`src/design/sfd_pkg.sv`:
```
// Constants and types shared by the serial flash command decoder
// Notes on behaviour
// - A complete one-byte write-enable instruction sets the write enable latch.
// - A complete one-byte write-disable instruction clears the write enable latch.
// - Latch clears at reset and when any program, erase or status write completes.
// - Enable and disable: select low, one opcode byte on rising edges, select high.
// - Bytes travel most significant bit first; returned bytes go out on the output line.
// - Status reads resend the chosen status byte until select rises.
// - Identification read repeats its id byte after three dummy bytes until select rises.
// - Quad data bytes travel as two nibbles, upper nibble first, lane 3 highest.
// - Dual output sends a byte in four clocks, lane 1 odd bits, lane 0 even.
// - Quad I/O fast read lets four undriven clocks pass before the first nibble.
// - Select falling starts an instruction; the first byte in is the opcode, or the address after a continuous-read mode byte.
// - Write, program or erase without a whole number of bytes has no effect.
// - While busy, every opcode except status read is ignored, but a release opcode still ends power-down and continuous-read frames still run.
// - Single, dual and quad output fast reads wait eight dummy clocks after the address.
package sfd_pkg;
  localparam logic [7:0] OP_WREN = 8'h06;
  localparam logic [7:0] OP_WRDI = 8'h04;
  localparam logic [7:0] OP_RDSR1 = 8'h05;
  localparam logic [7:0] OP_RDSR2 = 8'h35;
  localparam logic [7:0] OP_WRSR = 8'h01;
  localparam logic [7:0] OP_PP = 8'h02;
  localparam logic [7:0] OP_QPP = 8'h32;
  localparam logic [7:0] OP_BE64 = 8'hD8;
  localparam logic [7:0] OP_BE32 = 8'h52;
  localparam logic [7:0] OP_SE = 8'h20;
  localparam logic [7:0] OP_CE1 = 8'hC7;
  localparam logic [7:0] OP_CE2 = 8'h60;
  localparam logic [7:0] OP_ESUS = 8'h75;
  localparam logic [7:0] OP_ERES = 8'h7A;
  localparam logic [7:0] OP_PD = 8'hB9;
  localparam logic [7:0] OP_HPM = 8'hA3;
  localparam logic [7:0] OP_CRMR = 8'hFF;
  localparam logic [7:0] OP_RPD = 8'hAB;
  localparam logic [7:0] OP_MID = 8'h90;
  localparam logic [7:0] OP_UID = 8'h4B;
  localparam logic [7:0] OP_JID = 8'h9F;
  localparam logic [7:0] OP_READ = 8'h03;
  localparam logic [7:0] OP_FREAD = 8'h0B;
  localparam logic [7:0] OP_DOR = 8'h3B;
  localparam logic [7:0] OP_DIO = 8'hBB;
  localparam logic [7:0] OP_QOR = 8'h6B;
  localparam logic [7:0] OP_QIO = 8'hEB;
  localparam logic [7:0] OP_OWQ = 8'hE3;
  // Lane width codes, log2 of lanes used
  localparam logic [1:0] LW_1 = 2'h0;
  localparam logic [1:0] LW_2 = 2'h1;
  localparam logic [1:0] LW_4 = 2'h2;
  // Clock counts of fields, then continuous-read key and reset values
  localparam logic [5:0] BYTE_CLKS = 6'h08;
  localparam logic [5:0] ADDR_CLKS = 6'h18;
  localparam logic [5:0] DUMMY_FAST = 6'h08;
  localparam logic [5:0] DUMMY_QIO = 6'h04;
  localparam logic [5:0] DUMMY_3B = 6'h18;
  localparam logic [5:0] DUMMY_4B = 6'h20;
  localparam logic [1:0] CONT_KEY = 2'h2;
  localparam logic WEL_RST = 1'b0;
  localparam logic [5:0] SYNC_RST = 6'h10;

  typedef enum logic [2:0] {
    PH_OPC = 3'b000,
    PH_ADDR = 3'b001,
    PH_MODE = 3'b010,
    PH_DUMMY = 3'b011,
    PH_DIN = 3'b100,
    PH_DOUT = 3'b101,
    PH_SKIP = 3'b110
  } sfd_phase_t;

  typedef enum logic [1:0] {
    EV_HDR = 2'b00,
    EV_DATA = 2'b01,
    EV_COMMIT = 2'b10,
    EV_ABORT = 2'b11
  } sfd_evk_t;

  typedef struct packed {
    logic known;
    logic adr;
    logic [1:0] aw;
    logic mode;
    logic [5:0] dummy;
    logic [1:0] dw;
    logic din;
    logic dout;
    logic wr;
    logic busy_ok;
  } sfd_attr_t;

  typedef struct packed {
    sfd_evk_t kind;
    logic [7:0] op;
    logic [23:0] addr;
    logic [7:0] data;
  } sfd_evt_t;
endpackage

```
`src/design/sfd_decoder.sv`:
```
// Serial flash instruction decoder and lane framer
`timescale 1ns/100ps
`default_nettype none
module sfd_decoder import sfd_pkg::*; #(
  // Identity values are arbitrary
  parameter logic [7:0] MFR_ID = 8'h5A,
  parameter logic [7:0] DEV_ID = 8'hA5,
  parameter logic [7:0] MEM_TYPE = 8'h3C,
  parameter logic [7:0] CAPACITY = 8'h11,
  parameter logic [63:0] UNIQUE_ID = 64'h0123456789ABCDEF
) (
  // Clock and reset
  input wire logic CORE_CLK,
  input wire logic RST_N,
  // Link pins
  input wire logic SPI_CLK,
  input wire logic SPI_CS_N,
  input wire logic [3:0] LANE_IN,
  output logic [3:0] LANE_OUT,
  output logic [3:0] LANE_OE,
  // Status and array side
  input wire logic [7:0] STATUS_LOW_BYTE,
  input wire logic [7:0] STATUS_HIGH_BYTE,
  input wire logic OP_DONE,
  input wire logic [7:0] RD_DATA,
  output logic [23:0] RD_ADDR,
  output logic WRITE_ENABLE_LATCH,
  output logic POWER_DOWN,
  output logic OVERRUN,
  // Event stream
  output logic EVT_VALID,
  output sfd_evt_t EVT_DATA,
  input wire logic EVT_READY
);
  function automatic sfd_attr_t op_decode(input logic [7:0] op, input logic qe);
    sfd_attr_t a;
    a = '0;
    a.known = 1'b1;
    case (op)
      OP_RDSR1, OP_RDSR2: begin
        a.dout = 1'b1;
        a.busy_ok = 1'b1;
      end
      OP_WRSR: begin
        a.wr = 1'b1;
        a.din = 1'b1;
      end
      OP_PP, OP_QPP: begin
        a.known = (op == OP_PP) || qe;
        a.wr = 1'b1;
        a.adr = 1'b1;
        a.din = 1'b1;
        a.dw = (op == OP_QPP) ? LW_4 : LW_1;
      end
      OP_BE64, OP_BE32, OP_SE: begin
        a.wr = 1'b1;
        a.adr = 1'b1;
      end
      OP_CE1, OP_CE2: a.wr = 1'b1;
      OP_WREN, OP_WRDI, OP_PD, OP_ESUS, OP_ERES, OP_CRMR: a.known = 1'b1;
      OP_HPM: a.dummy = DUMMY_3B;
      OP_RPD: begin
        a.dummy = DUMMY_3B;
        a.dout = 1'b1;
      end
      OP_UID: begin
        a.dummy = DUMMY_4B;
        a.dout = 1'b1;
      end
      OP_MID, OP_READ: begin
        a.adr = 1'b1;
        a.dout = 1'b1;
      end
      OP_JID: a.dout = 1'b1;
      OP_FREAD, OP_DOR, OP_QOR: begin
        a.known = (op != OP_QOR) || qe;
        a.adr = 1'b1;
        a.dummy = DUMMY_FAST;
        a.dout = 1'b1;
        a.dw = (op == OP_DOR) ? LW_2 : (op == OP_QOR) ? LW_4 : LW_1;
      end
      OP_DIO: begin
        a.adr = 1'b1;
        a.aw = LW_2;
        a.mode = 1'b1;
        a.dw = LW_2;
        a.dout = 1'b1;
      end
      OP_QIO, OP_OWQ: begin
        a.known = qe;
        a.adr = 1'b1;
        a.aw = LW_4;
        a.mode = 1'b1;
        a.dummy = (op == OP_QIO) ? DUMMY_QIO : 6'h00;
        a.dw = LW_4;
        a.dout = 1'b1;
      end
      default: a.known = 1'b0;
    endcase
    return a;
  endfunction

  function automatic sfd_phase_t ph_after(input sfd_phase_t p, input sfd_attr_t a);
    sfd_phase_t n;
    n = PH_SKIP;
    if (p == PH_OPC && a.adr) n = PH_ADDR;
    else if ((p == PH_OPC || p == PH_ADDR) && a.mode) n = PH_MODE;
    else if (p != PH_DUMMY && a.dummy != 6'h00) n = PH_DUMMY;
    else if (a.din) n = PH_DIN;
    else if (a.dout) n = PH_DOUT;
    return n;
  endfunction

  function automatic logic [5:0] ph_len(input sfd_phase_t p, input sfd_attr_t a);
    case (p)
      PH_ADDR: return ADDR_CLKS >> a.aw;
      PH_MODE: return BYTE_CLKS >> a.aw;
      PH_DUMMY: return a.dummy;
      PH_DIN, PH_DOUT: return BYTE_CLKS >> a.dw;
      default: return BYTE_CLKS;
    endcase
  endfunction

  logic [5:0] s1_ff, s2_ff;
  logic sck_s3_ff, cs_s3_ff;
  logic sck, cs_n, rise, fall, cs_fall, cs_rise;
  logic [3:0] lane;
  sfd_phase_t phase_ff, nph;
  sfd_attr_t attr_ff, nattr;
  logic [5:0] left_ff, ocnt_ff;
  logic [31:0] sr_ff, shifted;
  logic [7:0] op_ff, cont_op_ff, byte_sel, src, sr_out_ff;
  logic [1:0] lw, nbytes_ff;
  logic last, gate, aligned_ff, hdr_ff, ign_ff, cont_ff;
  logic wel_ff, pd_ff, ovr_ff, frame_ok, data_ok, wel_set;
  logic [3:0] out_ff, oe_ff;
  logic [23:0] rd_addr_ff;
  logic [2:0] bidx_ff;
  logic ev_go, pend_v_ff, buf_ready;
  sfd_evt_t ev, pend_ff;

  // Pin synchronisers
  always_ff @(posedge CORE_CLK or negedge RST_N) begin
    if (!RST_N) begin
      s1_ff <= SYNC_RST;
      s2_ff <= SYNC_RST;
      sck_s3_ff <= 1'b0;
      cs_s3_ff <= 1'b1;
    end else begin
      s1_ff <= {SPI_CLK, SPI_CS_N, LANE_IN};
      s2_ff <= s1_ff;
      sck_s3_ff <= s2_ff[5];
      cs_s3_ff <= s2_ff[4];
    end
  end

  always_comb begin
    sck = s2_ff[5];
    cs_n = s2_ff[4];
    lane = s2_ff[3:0];
    rise = sck & ~sck_s3_ff & ~cs_n;
    fall = ~sck & sck_s3_ff & ~cs_n;
    cs_fall = ~cs_n & cs_s3_ff;
    cs_rise = cs_n & ~cs_s3_ff;
    lw = (phase_ff == PH_ADDR || phase_ff == PH_MODE) ? attr_ff.aw :
         (phase_ff == PH_DIN) ? attr_ff.dw : LW_1;
    case (lw)
      LW_2: shifted = {sr_ff[29:0], lane[1:0]};
      LW_4: shifted = {sr_ff[27:0], lane[3:0]};
      default: shifted = {sr_ff[30:0], lane[0]};
    endcase
    last = rise && left_ff == 6'h01;
    nattr = (phase_ff == PH_OPC) ? op_decode(shifted[7:0], STATUS_HIGH_BYTE[1]) : attr_ff;
    gate = !nattr.known || (STATUS_LOW_BYTE[0] && !nattr.busy_ok) ||
           (pd_ff && shifted[7:0] != OP_RPD);
    if (phase_ff == PH_OPC) nph = gate ? PH_SKIP : ph_after(PH_OPC, nattr);
    else if (phase_ff == PH_DIN || phase_ff == PH_DOUT || phase_ff == PH_SKIP) nph = phase_ff;
    else nph = ph_after(phase_ff, attr_ff);
  end

  // Frame sequencing on rising link edges
  always_ff @(posedge CORE_CLK or negedge RST_N) begin
    if (!RST_N) begin
      phase_ff <= PH_OPC;
      attr_ff <= '0;
      left_ff <= BYTE_CLKS;
      sr_ff <= '0;
      op_ff <= 8'h00;
      cont_op_ff <= 8'h00;
      cont_ff <= 1'b0;
      aligned_ff <= 1'b0;
      hdr_ff <= 1'b0;
      ign_ff <= 1'b0;
      nbytes_ff <= 2'h0;
    end else if (cs_fall) begin
      aligned_ff <= 1'b0;
      hdr_ff <= 1'b0;
      ign_ff <= 1'b0;
      nbytes_ff <= 2'h0;
      if (cont_ff) begin
        op_ff <= cont_op_ff;
        attr_ff <= op_decode(cont_op_ff, STATUS_HIGH_BYTE[1]);
        phase_ff <= PH_ADDR;
        left_ff <= ph_len(PH_ADDR, op_decode(cont_op_ff, STATUS_HIGH_BYTE[1]));
      end else begin
        phase_ff <= PH_OPC;
        left_ff <= BYTE_CLKS;
      end
    end else if (rise) begin
      sr_ff <= shifted;
      aligned_ff <= last;
      if (last) begin
        phase_ff <= nph;
        left_ff <= ph_len(nph, nattr);
        attr_ff <= nattr;
        if (phase_ff == PH_OPC) begin
          op_ff <= shifted[7:0];
          ign_ff <= gate;
        end
        if (phase_ff == PH_MODE) begin
          cont_ff <= shifted[5:4] == CONT_KEY;
          cont_op_ff <= op_ff;
        end
        if (nph == PH_DIN || nph == PH_DOUT || nph == PH_SKIP) hdr_ff <= 1'b1;
        if ((phase_ff == PH_DIN || phase_ff == PH_SKIP) && nbytes_ff != 2'h3)
          nbytes_ff <= nbytes_ff + 2'h1;
      end else begin
        left_ff <= left_ff - 6'h01;
      end
    end
  end

  // Instruction completion checks at select rise
  always_comb begin
    frame_ok = cs_rise && aligned_ff && hdr_ff && !ign_ff;
    case (op_ff)
      OP_WRSR: data_ok = nbytes_ff == 2'h1 || nbytes_ff == 2'h2;
      OP_PP, OP_QPP: data_ok = nbytes_ff != 2'h0;
      default: data_ok = nbytes_ff == 2'h0;
    endcase
    wel_set = frame_ok && data_ok && op_ff == OP_WREN;
  end

  // Write enable latch and power-down state
  always_ff @(posedge CORE_CLK or negedge RST_N) begin
    if (!RST_N) begin
      wel_ff <= WEL_RST;
      pd_ff <= 1'b0;
    end else begin
      if (wel_set) wel_ff <= 1'b1;
      else if (OP_DONE) wel_ff <= 1'b0;
      else if (frame_ok && data_ok && op_ff == OP_WRDI) wel_ff <= 1'b0;
      if (frame_ok && data_ok && op_ff == OP_PD) pd_ff <= 1'b1;
      else if (last && phase_ff == PH_OPC && shifted[7:0] == OP_RPD) pd_ff <= 1'b0;
    end
  end

  // Event words towards the program and erase engines
  always_comb begin
    ev_go = 1'b0;
    ev = '{kind: EV_HDR, op: op_ff, addr: rd_addr_ff, data: sr_ff[7:0]};
    if (last && !gate && nattr.wr && (nph == PH_DIN || nph == PH_SKIP)) begin
      ev_go = 1'b1;
      ev.op = (phase_ff == PH_OPC) ? shifted[7:0] : op_ff;
      ev.addr = (phase_ff == PH_ADDR) ? shifted[23:0] : 24'h000000;
    end else if (last && phase_ff == PH_DIN && !ign_ff) begin
      ev_go = 1'b1;
      ev.kind = EV_DATA;
      ev.data = shifted[7:0];
    end else if (cs_rise && hdr_ff && !ign_ff && attr_ff.wr) begin
      ev_go = 1'b1;
      ev.kind = (frame_ok && data_ok && wel_ff) ? EV_COMMIT : EV_ABORT;
    end
  end

  always_ff @(posedge CORE_CLK or negedge RST_N) begin
    if (!RST_N) begin
      pend_ff <= '0;
      pend_v_ff <= 1'b0;
      ovr_ff <= 1'b0;
    end else if (ev_go) begin
      if (pend_v_ff && !buf_ready) ovr_ff <= 1'b1;
      pend_ff <= ev;
      pend_v_ff <= 1'b1;
    end else if (buf_ready) begin
      pend_v_ff <= 1'b0;
    end
  end

  sfd_buf #(.WIDTH($bits(sfd_evt_t)), .DEPTH(2)) u_buf (
    .clk(CORE_CLK),
    .rst_n(RST_N),
    .in_valid(pend_v_ff),
    .in_data(pend_ff),
    .in_ready(buf_ready),
    .out_valid(EVT_VALID),
    .out_data(EVT_DATA),
    .out_ready(EVT_READY)
  );

  // Byte returned to the host
  always_comb begin
    case (op_ff)
      OP_RDSR1: byte_sel = {STATUS_LOW_BYTE[7:2], wel_ff, STATUS_LOW_BYTE[0]};
      OP_RDSR2: byte_sel = STATUS_HIGH_BYTE;
      OP_RPD: byte_sel = DEV_ID;
      OP_MID: byte_sel = (bidx_ff[0] ^ rd_addr_ff[0]) ? DEV_ID : MFR_ID;
      OP_JID: byte_sel = (bidx_ff == 3'h0) ? MFR_ID : (bidx_ff == 3'h1) ? MEM_TYPE : CAPACITY;
      OP_UID: byte_sel = UNIQUE_ID[8*(3'h7-bidx_ff) +: 8];
      default: byte_sel = RD_DATA;
    endcase
    src = (ocnt_ff == 6'h00) ? byte_sel : sr_out_ff;
  end

  // Lane drive on falling link edges
  always_ff @(posedge CORE_CLK or negedge RST_N) begin
    if (!RST_N) begin
      out_ff <= 4'h0;
      oe_ff <= 4'h0;
      sr_out_ff <= 8'h00;
      ocnt_ff <= 6'h00;
      bidx_ff <= 3'h0;
      rd_addr_ff <= 24'h000000;
    end else if (cs_n) begin
      oe_ff <= 4'h0;
      out_ff <= 4'h0;
      ocnt_ff <= 6'h00;
      bidx_ff <= 3'h0;
    end else begin
      if (last && phase_ff == PH_ADDR) rd_addr_ff <= shifted[23:0];
      if (fall && phase_ff == PH_DOUT) begin
        case (attr_ff.dw)
          LW_4: begin
            out_ff <= src[7:4];
            oe_ff <= 4'hF;
            sr_out_ff <= {src[3:0], 4'h0};
          end
          LW_2: begin
            out_ff <= {2'h0, src[7:6]};
            oe_ff <= 4'h3;
            sr_out_ff <= {src[5:0], 2'h0};
          end
          default: begin
            out_ff <= {2'h0, src[7], 1'b0};
            oe_ff <= 4'h2;
            sr_out_ff <= {src[6:0], 1'b0};
          end
        endcase
        ocnt_ff <= (ocnt_ff + 6'h01 == (BYTE_CLKS >> attr_ff.dw)) ? 6'h00 : ocnt_ff + 6'h01;
        if (ocnt_ff == 6'h00) begin
          bidx_ff <= (op_ff == OP_JID && bidx_ff == 3'h2) ? 3'h0 : bidx_ff + 3'h1;
          if (attr_ff.adr && op_ff != OP_MID) rd_addr_ff <= rd_addr_ff + 24'h000001;
        end
      end
    end
  end

  assign LANE_OUT = out_ff;
  assign LANE_OE = oe_ff;
  assign RD_ADDR = rd_addr_ff;
  assign WRITE_ENABLE_LATCH = wel_ff;
  assign POWER_DOWN = pd_ff;
  assign OVERRUN = ovr_ff;
endmodule // sfd_decoder
`default_nettype wire

```
`src/design/sfd_buf.sv`:
```
// Small shifting buffer with valid and ready on both sides
`timescale 1ns/100ps
`default_nettype none
module sfd_buf #(
  parameter int WIDTH = 8,
  parameter int DEPTH = 2
) (
  // Clock and reset
  input wire logic clk,
  input wire logic rst_n,
  // Fill side
  input wire logic in_valid,
  input wire logic [WIDTH-1:0] in_data,
  output logic in_ready,
  // Drain side
  output logic out_valid,
  output logic [WIDTH-1:0] out_data,
  input wire logic out_ready
);
  logic [WIDTH-1:0] mem_ff [DEPTH];
  logic [WIDTH-1:0] up_w [DEPTH];
  logic [DEPTH-1:0] full_ff;
  logic [DEPTH-1:0] vs;
  logic [DEPTH-1:0] prev;
  logic pop;
  logic push;

  assign in_ready = !full_ff[DEPTH-1];
  assign pop = full_ff[0] & out_ready;
  assign push = in_valid & in_ready;
  assign vs = pop ? (full_ff >> 1) : full_ff;
  assign prev = {vs[DEPTH-2:0], 1'b1};
  assign out_valid = full_ff[0];
  assign out_data = mem_ff[0];

  for (genvar i = 0; i < DEPTH; i++) begin : g_slot
    if (i < DEPTH - 1) begin : g_up
      assign up_w[i] = mem_ff[i+1];
    end else begin : g_top
      assign up_w[i] = mem_ff[i];
    end
    always_ff @(posedge clk or negedge rst_n) begin
      if (!rst_n) begin
        mem_ff[i] <= '0;
        full_ff[i] <= 1'b0;
      end else if (push && !vs[i] && prev[i]) begin
        mem_ff[i] <= in_data;
        full_ff[i] <= 1'b1;
      end else begin
        if (pop) begin
          mem_ff[i] <= up_w[i];
        end
        full_ff[i] <= vs[i];
      end
    end
  end
endmodule // sfd_buf
`default_nettype wire

```
`config.mk`:
```
export PLATFORM = sky130hd
export DESIGN_NAME = sfd_decoder
export DESIGN_NICKNAME = d
export VERILOG_FILES = /design/src/design/sfd_pkg.sv /design/src/design/sfd_decoder.sv /design/src/design/sfd_buf.sv
export SDC_FILE = /design/constraint.sdc
export NUM_CORES = 1
export LEC_CHECK = 0
export BUFFER_PORTS_ARGS = -buffer_cell sky130_fd_sc_hd__buf_2
export CAP_MARGIN = 30
export CORE_MARGIN = 4
export CORE_UTILIZATION = 60
export CTS_BUF_LIST = sky130_fd_sc_hd__clkbuf_16
export CTS_CLUSTER_DIAMETER = 40
export DETAILED_ROUTE_END_ITERATION = 8
export HOLD_SLACK_MARGIN = 0.15
export PLACE_DENSITY_LB_ADDON = 0.15
export SLEW_MARGIN = 25
export SYNTH_ARGS = -nofsm -noshare
export SYNTH_HDL_FRONTEND = slang
export SYNTH_SLANG_ARGS = --single-unit
```
`constraint.sdc`:
```
create_clock -name CORE_CLK -period 6.6 [get_ports CORE_CLK]
set_input_delay 0.33 -clock CORE_CLK [delete_from_list [all_inputs] [get_ports CORE_CLK]]
set_output_delay 0.33 -clock CORE_CLK [all_outputs]
set_load 0.05 [all_outputs]
```
**Word-level counts from Yosys, hierarchy flattened**

Cells that the tools add are included.
W data, S select, Z words.

- Register bits after elaboration: 266
- Output and inout bits: 78
- Word-level logic and storage cells: 394
- Input port bits: 34

- Reductions and logical operators: 104
- Multiplexer cells: 124
- Equal/unequal tests: 98
- $add $sub $neg: 6
- Bitwise logic cells: 14
- Shifts and indexed selects: 6

Operators by type and width:

| cell | count |
|---|---|
| $eq A8 B8 Y1 const B | 26 |
| $mux W24 | 5 |
| $eq A8 B7 Y1 const B | 13 |
| $mux W17 | 5 |
| $mux W42 | 2 |
| $eq A8 B6 Y1 const B | 10 |
| $eq A8 B3 Y1 const B | 9 |
| $mux W8 | 9 |
| $pmux W6 S4 | 3 |
| $shiftx A64 B33 Y8 const A | 1 |
| $mux W3 | 20 |
| $reduce_or A13 Y1 | 4 |
| $mux W6 | 8 |
| $pmux W24 S2 | 1 |
| $pmux W8 S6 | 1 |
| $reduce_or A21 Y1 | 2 |
| $eq A8 B2 Y1 const B | 5 |
| $mux W2 | 20 |
| $mux W1 | 34 |
| $logic_and A1 B1 Y1 | 33 |
| $mux W32 | 1 |
| $add A24 B1 Y24 const B | 1 |
| $eq A8 B1 Y1 const B | 3 |
| $reduce_bool A2 Y1 | 10 |
| 44 further kinds | 126 |

**Longest topological paths before layout**

Gate-level depths: netlist of the first run.

- Depth after elaboration: 24
- Depth in mapped cells: 23
- Mapped depth without buffers: 16

**By module**

From an unflattened synthesis of the first run, not the netlist that was laid out.

- Cell total of the unflattened synthesis: 1593
- Area total of the unflattened synthesis: 15434.8 µm²

By module, submodules not included:

| module | instances | area an instance (µm²) | seq. area each (µm²) | cells an instance |
|---|---|---|---|---|
| sfd_decoder | 1 | 11424.7 | 4459.3 | 1317 |
| sfd_buf | 1 | 4010.1 | 2152.1 | 276 |

**Least setup slack after synthesis of the first run**

No wires, ideal clock.

- Path type: register to register
- From: reg phase_ff[1]
- To: reg pend_ff[32] (netlist bit)
- Library setup time: 0.125 ns
- Period minus slack after synthesis: 4.793 ns
- Slack: 1.807 ns
- Data required time: 6.475 ns
- Path buffers: 6
- Arrival time: 4.668 ns
- Stages on the path, launching flop included: 21
- Cells stage by stage: dfrtp_1 -> clkbuf_1 -> clkbuf_1 -> xnor2_1 -> nor2_1 -> a22o_1 -> ha_1 -> buf_2 -> buf_4 -> a221oi_1 -> nor2_1 -> nand3_1 -> o32ai_1 -> or3_1 -> or4_1 -> buf_2 -> a31oi_4 -> o2111a_1 -> buf_2 -> mux2_2 -> mux2_4

- Longest elaborated chain between the ends: 20
- Elaborated cells on any way between the ends: 102
- Classes of those cells: eq/ne (40); mux (28); reduce/logical (34)

Ends and longest elaborated chain:

| what | line | text |
|---|---|---|
| from (decl) | sfd_decoder.sv:128 | `sfd_phase_t phase_ff, nph;` |
| from (signal assigned) | sfd_decoder.sv:213 | `phase_ff <= nph;` |
| $eq A3 B3 Y1, or another cell as far along | sfd_decoder.sv:166, sfd_decoder.sv:177, sfd_decoder.sv:266 |  |
| $mux W2 / $logic_or A1 B1 Y1 (equally long branches) | sfd_decoder.sv:166, sfd_decoder.sv:165 |  |
| $mux W2 | sfd_decoder.sv:165 | `lw = (phase_ff == PH_ADDR \|\| phase_ff == PH_MODE) ? attr_ff.aw :` |
| $eq A2 B2 Y1 / $eq A2 B1 Y1 (equally long branches) | sfd_decoder.sv:167 | `case (lw)` |
| $pmux W24 S2 | sfd_decoder.sv:167 |  |
| $eq A8 B6 Y1, or another cell as far along | sfd_decoder.sv:39 | `case (op)` |
| $reduce_or A13 Y1 (no source line) | -- |  |
| $mux W1 | sfd_decoder.sv:39 |  |
| [... 3 more ...] | -- |  |
| $mux W3 | sfd_decoder.sv:108 | `else if (p != PH_DUMMY && a.dummy != 6'h00) n = PH_DUMMY;` |
| $mux W3 | sfd_decoder.sv:107 | `else if ((p == PH_OPC \|\| p == PH_ADDR) && a.mode) n = PH_MODE;` |
| $mux W3 | sfd_decoder.sv:106 | `if (p == PH_OPC && a.adr) n = PH_ADDR;` |
| $mux W3 (2 in a row) | sfd_decoder.sv:176 | `if (phase_ff == PH_OPC) nph = gate ? PH_SKIP : ph_after(PH_OPC, nattr);` |
| $eq A3 B3 Y1 | sfd_decoder.sv:262 | `if (last && !gate && nattr.wr && (nph == PH_DIN \|\| nph == PH_SKIP)) begin` |
| $logic_or A1 B1 Y1 | sfd_decoder.sv:262 |  |
| $logic_and A1 B1 Y1 | sfd_decoder.sv:262 |  |
| $mux W32 / $mux W1 (equally long branches) | sfd_decoder.sv:262 |  |
| to (signal assigned) | sfd_decoder.sv:283 | `pend_ff <= ev;` |
| to (decl) | sfd_decoder.sv:140 | `sfd_evt_t ev, pend_ff;` |

Parallel ways exist; a longest one is shown, timed or not.
A chain may end at the register's enable or synchronous reset.

**Worst setup path in the final report of the first run**

- From: reg phase_ff[2]
- To: reg pend_ff[28] (netlist bit)

- Longest elaborated chain between the ends: 20
- Elaborated cells on any way between the ends: 102
- Classes of those cells: eq/ne (40); mux (28); reduce/logical (34)

Ends and longest elaborated chain:

| what | line |
|---|---|
| $eq A3 B3 Y1, or another cell as far along | sfd_decoder.sv:166, sfd_decoder.sv:177, sfd_decoder.sv:266 |
| $mux W2 / $logic_or A1 B1 Y1 (equally long branches) | sfd_decoder.sv:166, sfd_decoder.sv:165 |
| $mux W2 | sfd_decoder.sv:165 |
| $eq A2 B2 Y1 / $eq A2 B1 Y1 (equally long branches) | sfd_decoder.sv:167 |
| $pmux W24 S2 | sfd_decoder.sv:167 |
| $eq A8 B6 Y1, or another cell as far along | sfd_decoder.sv:39 |
| $reduce_or A13 Y1 (no source line) | -- |
| $mux W1 | sfd_decoder.sv:39 |
| [... 3 more ...] | -- |
| $mux W3 | sfd_decoder.sv:108 |
| $mux W3 | sfd_decoder.sv:107 |
| $mux W3 | sfd_decoder.sv:106 |
| $mux W3 (2 in a row) | sfd_decoder.sv:176 |
| $eq A3 B3 Y1 | sfd_decoder.sv:262 |
| $logic_or A1 B1 Y1 | sfd_decoder.sv:262 |
| $logic_and A1 B1 Y1 | sfd_decoder.sv:262 |
| $mux W32 / $mux W1 (equally long branches) | sfd_decoder.sv:262 |

Parallel ways exist; a longest one is shown, timed or not.

==> impl_metrics.csv, run 1 <==
group,metric,value,unit
cts,post_cts_buffers,0,
cells_and_area,syn_to_final_growth,12.2,%
cts,cts_tree,"yes",
timing,max_freq,162,MHz
detailed_routing,viasPerCell,6.45,
synthesis,yosysMostFrequentCell,"dfrtp_1",
timing,maxSlewHeadroom,33.3,%
worst_setup_path,path_max_fanout,25,
min_path,worst_hold_path_type,"primary input to register",
cells_and_area,utilization,69.0,%
global_route,overflow,0,
cells_and_area,fin_area,0.0170,mm²
detailed_routing,routedWlPerCell,20.8,µm
global_route,grt_pass1_wl,67900,µm
synthesis,ys.flop_type,"dfrtp_1",
timing,fin_crit_sh,93.6,%
timing,slew_viol_final,0,
place,place_area,0.0156,mm²
worst_setup_path,crit_type,"register to register",
synthesis,netlist.area_leader.share,43.0,%
cts,clk_pin_slew,60,ps
timing,finalSetupViolCount,0,
cts,cts_buffers,39,
synthesis,synthTopCellsByArea,"dfrtp_1 43%, a21oi_1 5.4%, nor2_1 4.6%",
floorplanning,core,0.0246,mm²
run_status,outcome,"finished clean",
global_route,grt_pass1_vias,12400,
floorplanning,io_pins,112,
floorplanning,die_height,167,µm
cells_and_area,layout.nets,1762,
place,place.gp.congestion,0.975,
timing,period_minus_slack,6180,ps
power,ir_worst_vdd,0.000206,V
cts,hold_buffers,8,
place,dp_hpwl,29200,µm
worst_setup_path,startpoint_type,"register",
synthesis,synth.cell_area,0.0151,mm²
detailed_routing,postRouteAntennaNets,0,
place,port-buffer-count,110,
synthesis,avgSynthCellArea,9.06,µm²
synthesis,yosys_warnings,0,
worst_setup_path,timing.critical_path.to_type,"register",
worst_setup_path,ff2ff_setup_slack,420,ps
detailed_routing,drtIter0Drc,1604,
cells_and_area,drive_gt1_share,17.3,%
worst_setup_path,cp.required,7000,ps
global_route,grt_start_max_net_pins,141,
cells_and_area,diodes,0,
synthesis,synthArstFlopShare,100,%
floorplanning,die_x,167,µm
cts,cts_buffer_depth,3,
worst_setup_path,r2r_start,"phase_ff[2]",
flow_run,drv_cap,0,
synthesis,synth_edf_count,0,
cells_and_area,fillers,1923,
floorplanning,dieArea,0.0278,mm²
timing,tightest_slew,991,ps
cts,post_cts_resize_count,0,
detailed_routing,first_pass_iters,6,
global_route,antenna_found_initial,0,
detailed_routing,wl,42800,µm
cts,clock_sink_count,264,
synthesis,synth_top_area_cell,"dfrtp_1",
cts,cts-root-buf,"clkbuf_16",
detailed_routing,dr_total_vias,13300,
synthesis,synth.distinct_cells,91,
cts,h-tree-depth,2,
floorplanning,fp-row-count,57,
timing,final_hold_viol_count,0,
timing,grt_setup_unrepaired,"no",
synthesis,synthTopCellsByCount,"260 x dfrtp_1, 187 x nor2_1, 162 x a21oi_1",
worst_setup_path,cp.arrival,6580,ps
timing,fin_worst_skew,14.8,ps
worst_setup_path,r2r_cells,16,
synthesis,seq_area_frac_synth,43.7,%
global_route,track_usage,29.7,%
floorplanning,initial_utilization,61.5,%
power,power_density,256,mW/mm²
timing,finalSetupTns,0,ps
worst_setup_path,crit_path_end,"pend_ff[28]",
worst_setup_path,crit_start,"phase_ff[2]",
worst_setup_path,worstReg2RegEnd,"pend_ff[28]",
cts,clk_latency,530,ps
power,leakage,8.04,nW
synthesis,synthesis.nets,1726,
detailed_routing,drc,0,
synthesis,ys_ff_latch,264,
synthesis,synthCells,1672,
[cells by family (layout without fill, tap and decap cells)]
group / count (synthesis) / in the layout / share of synthesized area (%)
AO/OA/AOI/OAI: 450 / 450 / 19.4
AND/OR/NAND/NOR: 609 / 609 / 19.3
XOR/XNOR: 15 / 15 / 0.868
adder cells (fa/ha/maj): 21 / 21 / 1.72
buffers and inverters: 187 / 251 / 6.15
flip-flops: 264 / 264 / 43.7
multiplexers: 126 / 126 / 8.90
[per-layer routing]
metal	vias up	wire, µm	global-route usage, %
met1	6440	19300	44.9
met5	-	0	0
li1	6136	-	-
met3	103	3820	5.69
met2	611	18500	43.8
met4	0	1150	8.47
[worst min path at each step]
stage / to / start / cells past startpoint
finish: u_buf.out_valid / EVT_READY / 4
global route: u_buf.out_valid / EVT_READY / 4
CTS: u_buf.out_valid / EVT_READY / 4
detailed placement: s2_ff[3] / s1_ff[3] / 0
global placement: s2_ff[1] / s1_ff[1] / 0
floorplan: LANE_OE[0] / RST_N / 0
[flip-flops by register name, summed over array words and instances (netlist names), 7 cells and up]
register	cells
op_ff	8
cont_op_ff	8
sr_out_ff	7
RD_ADDR	24
u_buf.mem_ff	42
sr_ff	23
pend_ff	42
u_buf.out_data	42
attr_ff	17
[worst max-delay path, stage by stage (launching register included)]
cell      delay, ps
dfrtp_1         600
nand2b_1        250
nor2_1          190
a22oi_1         140
inv_1            90
ha_1            750
a221o_1         350
nand2_1         290
xnor2_1         430
o22ai_1         140
a2111o_1        470
or4_1           650
a31oi_4         340
o2111a_2        320
or2_1           600
buf_4           330
a21oi_1          90
[final cells by class]
type	instances	area [µm²]	area share [%]
Clock buffer	39	976	5.75
Clock inverter	30	322	1.89
Inverter	36	135	0.796
Multi-Input combinational cell	1221	7640	45.0
Sequential cell	264	6610	38.9
Tap cell	324	405	2.39
Timing Repair Buffer	146	893	5.26
[cell usage in the layout, fill, tap and decap left out, drive strengths merged, types with 20 or more instances in the layout]
cell    synthesis  layout
a21oi         162     162
a22oi          24      24
a31oi          26      26
buf            81     138
clkbuf         70      39
dfrtp         260     260
ha             20      20
inv            36      46
mux2           60      60
mux2i          66      66
nand2         156     156
nand2b         34      34
nand3          42      42
nor2          187     187
nor3           54      54
nor4           23      23
o21ai          86      86
[where the power goes]
group	switching, mW	internal [mW]	total, mW
Clock	0.792	1.26	2.05
Sequential	0.0732	1.68	1.76
Combinational	0.368	0.173	0.540
[metrics by stage]
| step | setup slack [ps] | hold slack, ps | power [mW] | instances |
|---|---|---|---|---|
| after floorplan | 1810 | 34.4 | 2.14 | 1672 |
| after global placement | 722 | 331 | 2.29 | 1981 |
| after detailed placement | 672 | 336 | 2.30 | 1982 |
| after CTS | 655 | 161 | 4.36 | 2059 |
| after global routing | 81.4 | 192 | 4.50 | 2060 |
| final | 423 | 167 | 4.35 | 2060 |
Power figures use the tool's default switching activity.
==> run 2, diff against run 1 <==
--- a/config.mk
+++ b/config.mk
@@ -7,6 +7,7 @@
 export LEC_CHECK = 0
 export BUFFER_PORTS_ARGS = -buffer_cell sky130_fd_sc_hd__buf_2
 export CAP_MARGIN = 30
+export CORE_ASPECT_RATIO = 0.8
 export CORE_MARGIN = 4
 export CORE_UTILIZATION = 60
 export CTS_BUF_LIST = sky130_fd_sc_hd__clkbuf_16
@@ -17,4 +18,5 @@
 export SLEW_MARGIN = 25
 export SYNTH_ARGS = -nofsm -noshare
 export SYNTH_HDL_FRONTEND = slang
+export SYNTH_HIERARCHICAL = 1
 export SYNTH_SLANG_ARGS = --single-unit
==> constraint.sdc (replaced) <==
create_clock -name CORE_CLK -period 6.6 [get_ports CORE_CLK]
set_input_delay 0.66 -clock CORE_CLK [delete_from_list [all_inputs] [get_ports CORE_CLK]]
set_output_delay 0.66 -clock CORE_CLK [all_outputs]
set_load 0.05 [all_outputs]
==> impl_metrics.csv, run 2 <==
group,metric,value,unit
cells_and_area,utilization,67.6,%
cells_and_area,diodes,0,
synthesis,synthesis.nets,1647,
floorplanning,fp-row-count,52,
worst_setup_path,timing.critical_path.to_type,"register",
place,dp_cells,1907,
cts,cts_buffers,39,
synthesis,synth_edf_count,0,
synthesis,seq_area_frac_synth,42.8,%
synthesis,synth.cell_area,0.0154,mm²
timing,setup_ws,1080,ps
cts,post_cts_buffers,0,
cts,clk_pin_slew,50,ps
synthesis,synth_top_area_cell,"dfrtp_1",
cells_and_area,final_common_cell,"dfrtp_1",
cells_and_area,fillers,1995,
cells_and_area,final_cell_mix,"260 x dfrtp_1, 167 x nand2_1, 126 x nor2_1",
detailed_routing,drc,0,
floorplanning,die_height,151,µm
cts,cts_tree,"yes",
cts,post_cts_resize_count,0,
place,dpl_worst_slack,1250,ps
min_path,worst_hold_path_type,"primary input to async pin",
flow_run,drv_cap,0,
timing,finalSetupViolCount,0,
timing,fin_crit_sh,83.7,%
synthesis,synthArstFlopShare,100,%
worst_setup_path,r2r_cells,15,
cts,cts-root-buf,"clkbuf_16",
global_route,track_usage,29.2,%
synthesis,ys_ff_latch,264,
synthesis,avgSynthCellArea,9.69,µm²
timing,period_minus_slack,5520,ps
worst_setup_path,path_max_fanout,53,
cts,cts_buffer_depth,3,
floorplanning,die_x,187,µm
global_route,grt_pass1_vias,12000,
power,ir_worst_vdd,0.000177,V
cells_and_area,fin_area,0.0171,mm²
synthesis,yosys_warnings,6,
timing,maxSlewHeadroom,36.7,%
cells_and_area,syn_to_final_growth,10.8,%
floorplanning,core,0.0253,mm²
timing,finalSetupTns,0,ps
cells_and_area,drive_gt1_share,20.9,%
cts,clk_latency,530,ps
global_route,grt_start_max_net_pins,159,
power,power_density,320,mW/mm²
synthesis,synth.distinct_cells,96,
synthesis,synthCells,1593,
floorplanning,io_pins,112,
global_route,overflow,0,
synthesis,ys.flop_type,"dfrtp_1",
detailed_routing,dr_total_vias,12800,
timing,tightest_slew,942,ps
synthesis,synthTopCellsByCount,"260 x dfrtp_1, 167 x nand2_1, 126 x nor2_1",
global_route,antenna_found_initial,0,
synthesis,synthTopCellsByArea,"dfrtp_1 42%, mux2_2 7.6%, nand2_1 4.1%",
worst_setup_path,crit_type,"register to register",
cells_and_area,final_cells,1978,
power,leakage,7.54,nW
detailed_routing,drtIter0Drc,1140,
timing,fin_worst_skew,27.9,ps
place,port-buffer-count,110,
timing,slew_viol_final,0,
timing,grt_setup_unrepaired,"no",
detailed_routing,routedWlPerCell,21.3,µm
synthesis,yosysMostFrequentCell,"dfrtp_1",
timing,final_hold_viol_count,0,
run_status,outcome,"finished clean",
cts,hold_buffers,0,
detailed_routing,wl,42200,µm
place,dp_hpwl,29500,µm
detailed_routing,viasPerCell,6.46,
cells_and_area,layout.nets,1679,
global_route,grt_pass1_wl,66800,µm
worst_setup_path,cp.arrival,5950,ps
cts,clock_sink_count,264,
detailed_routing,first_pass_iters,5,
synthesis,netlist.area_leader.share,42.2,%
detailed_routing,postRouteAntennaNets,0,
cts,h-tree-depth,2,
floorplanning,initial_utilization,61.0,%
floorplanning,dieArea,0.0284,mm²
place,place.gp.congestion,0.970,
worst_setup_path,startpoint_type,"register",
place,place_area,0.0158,mm²
worst_setup_path,cp.required,7030,ps
timing,max_freq,181,MHz
-- run 2: worst max-delay path, stage by stage (launching register included) --
cell	delay, ps
dfrtp_1	660
nor2_1	200
a32o_1	330
ha_1	320
buf_4	290
a221oi_2	390
nor2_1	300
nand4_1	160
a31oi_1	200
or4b_4	590
nor2_2	230
nand2_1	140
a311o_1	410
buf_4	250
nor2_8	600
mux2i_1	280
-- run 2: area by class of cell --
type                            instances  area, µm²  area share [%]
Timing Repair Buffer                  139        788            4.61
Clock inverter                         30        259            1.51
Clock buffer                           40       1000            5.85
Inverter                               39        146           0.856
Sequential cell                       264       6610            38.7
Multi-Input combinational cell       1142       7890            46.1
Tap cell                              324        405            2.37
-- run 2: path summary, 6_finish.rpt --
path	start	to	slack (ps)
worst max-delay path	phase_ff[0]	pend_ff[28]	1080
max in group asynchronous	RST_N	sr_ff[14]	5070
worst min-delay path	RST_N	sr_out_ff[6]	140
min in group CORE_CLK	SPI_CS_N	s1_ff[4]	250
worst min register to register	s1_ff[5]	s2_ff[5]	340
worst max register to register	phase_ff[0]	pend_ff[28]	1080
-- run 2: report_power, final --
part           leakage [nW]  internal, mW  switching, mW
Sequential             3.25          1.83          0.235
Combinational          3.67         0.477          0.942
Clock                 0.628          1.23          0.771
Total                  7.54          3.53           1.95
-- run 2: metrics by stage --
stage | hold WS (ps) | total power, mW
after CTS | 206 | 5.48
after floorplan | 331 | 3.15
after global routing | 229 | 5.72
final | 141 | 5.48
after detailed placement | 335 | 3.48
after global placement | 335 | 3.43
-- run 2: logic make-up (layout without fill, tap and decap cells) --
kind of cell / count (synthesis) / after routing / share of synthesized area (%)
buf+inv: 187 / 248 / 6.41
simple gates: 518 / 518 / 16.3
fa+ha+maj: 21 / 21 / 1.69
compound gates: 386 / 386 / 17.6
flops: 264 / 264 / 42.8
xor+xnor: 12 / 12 / 0.681
mux: 205 / 205 / 14.5
-- run 2: per-layer routing --
metal	part of all wire (%)	GRT usage, %
met5	0	0
met1	47	44.8
met4	1.8	6.65
met3	8.7	6.39
met2	43	42.6
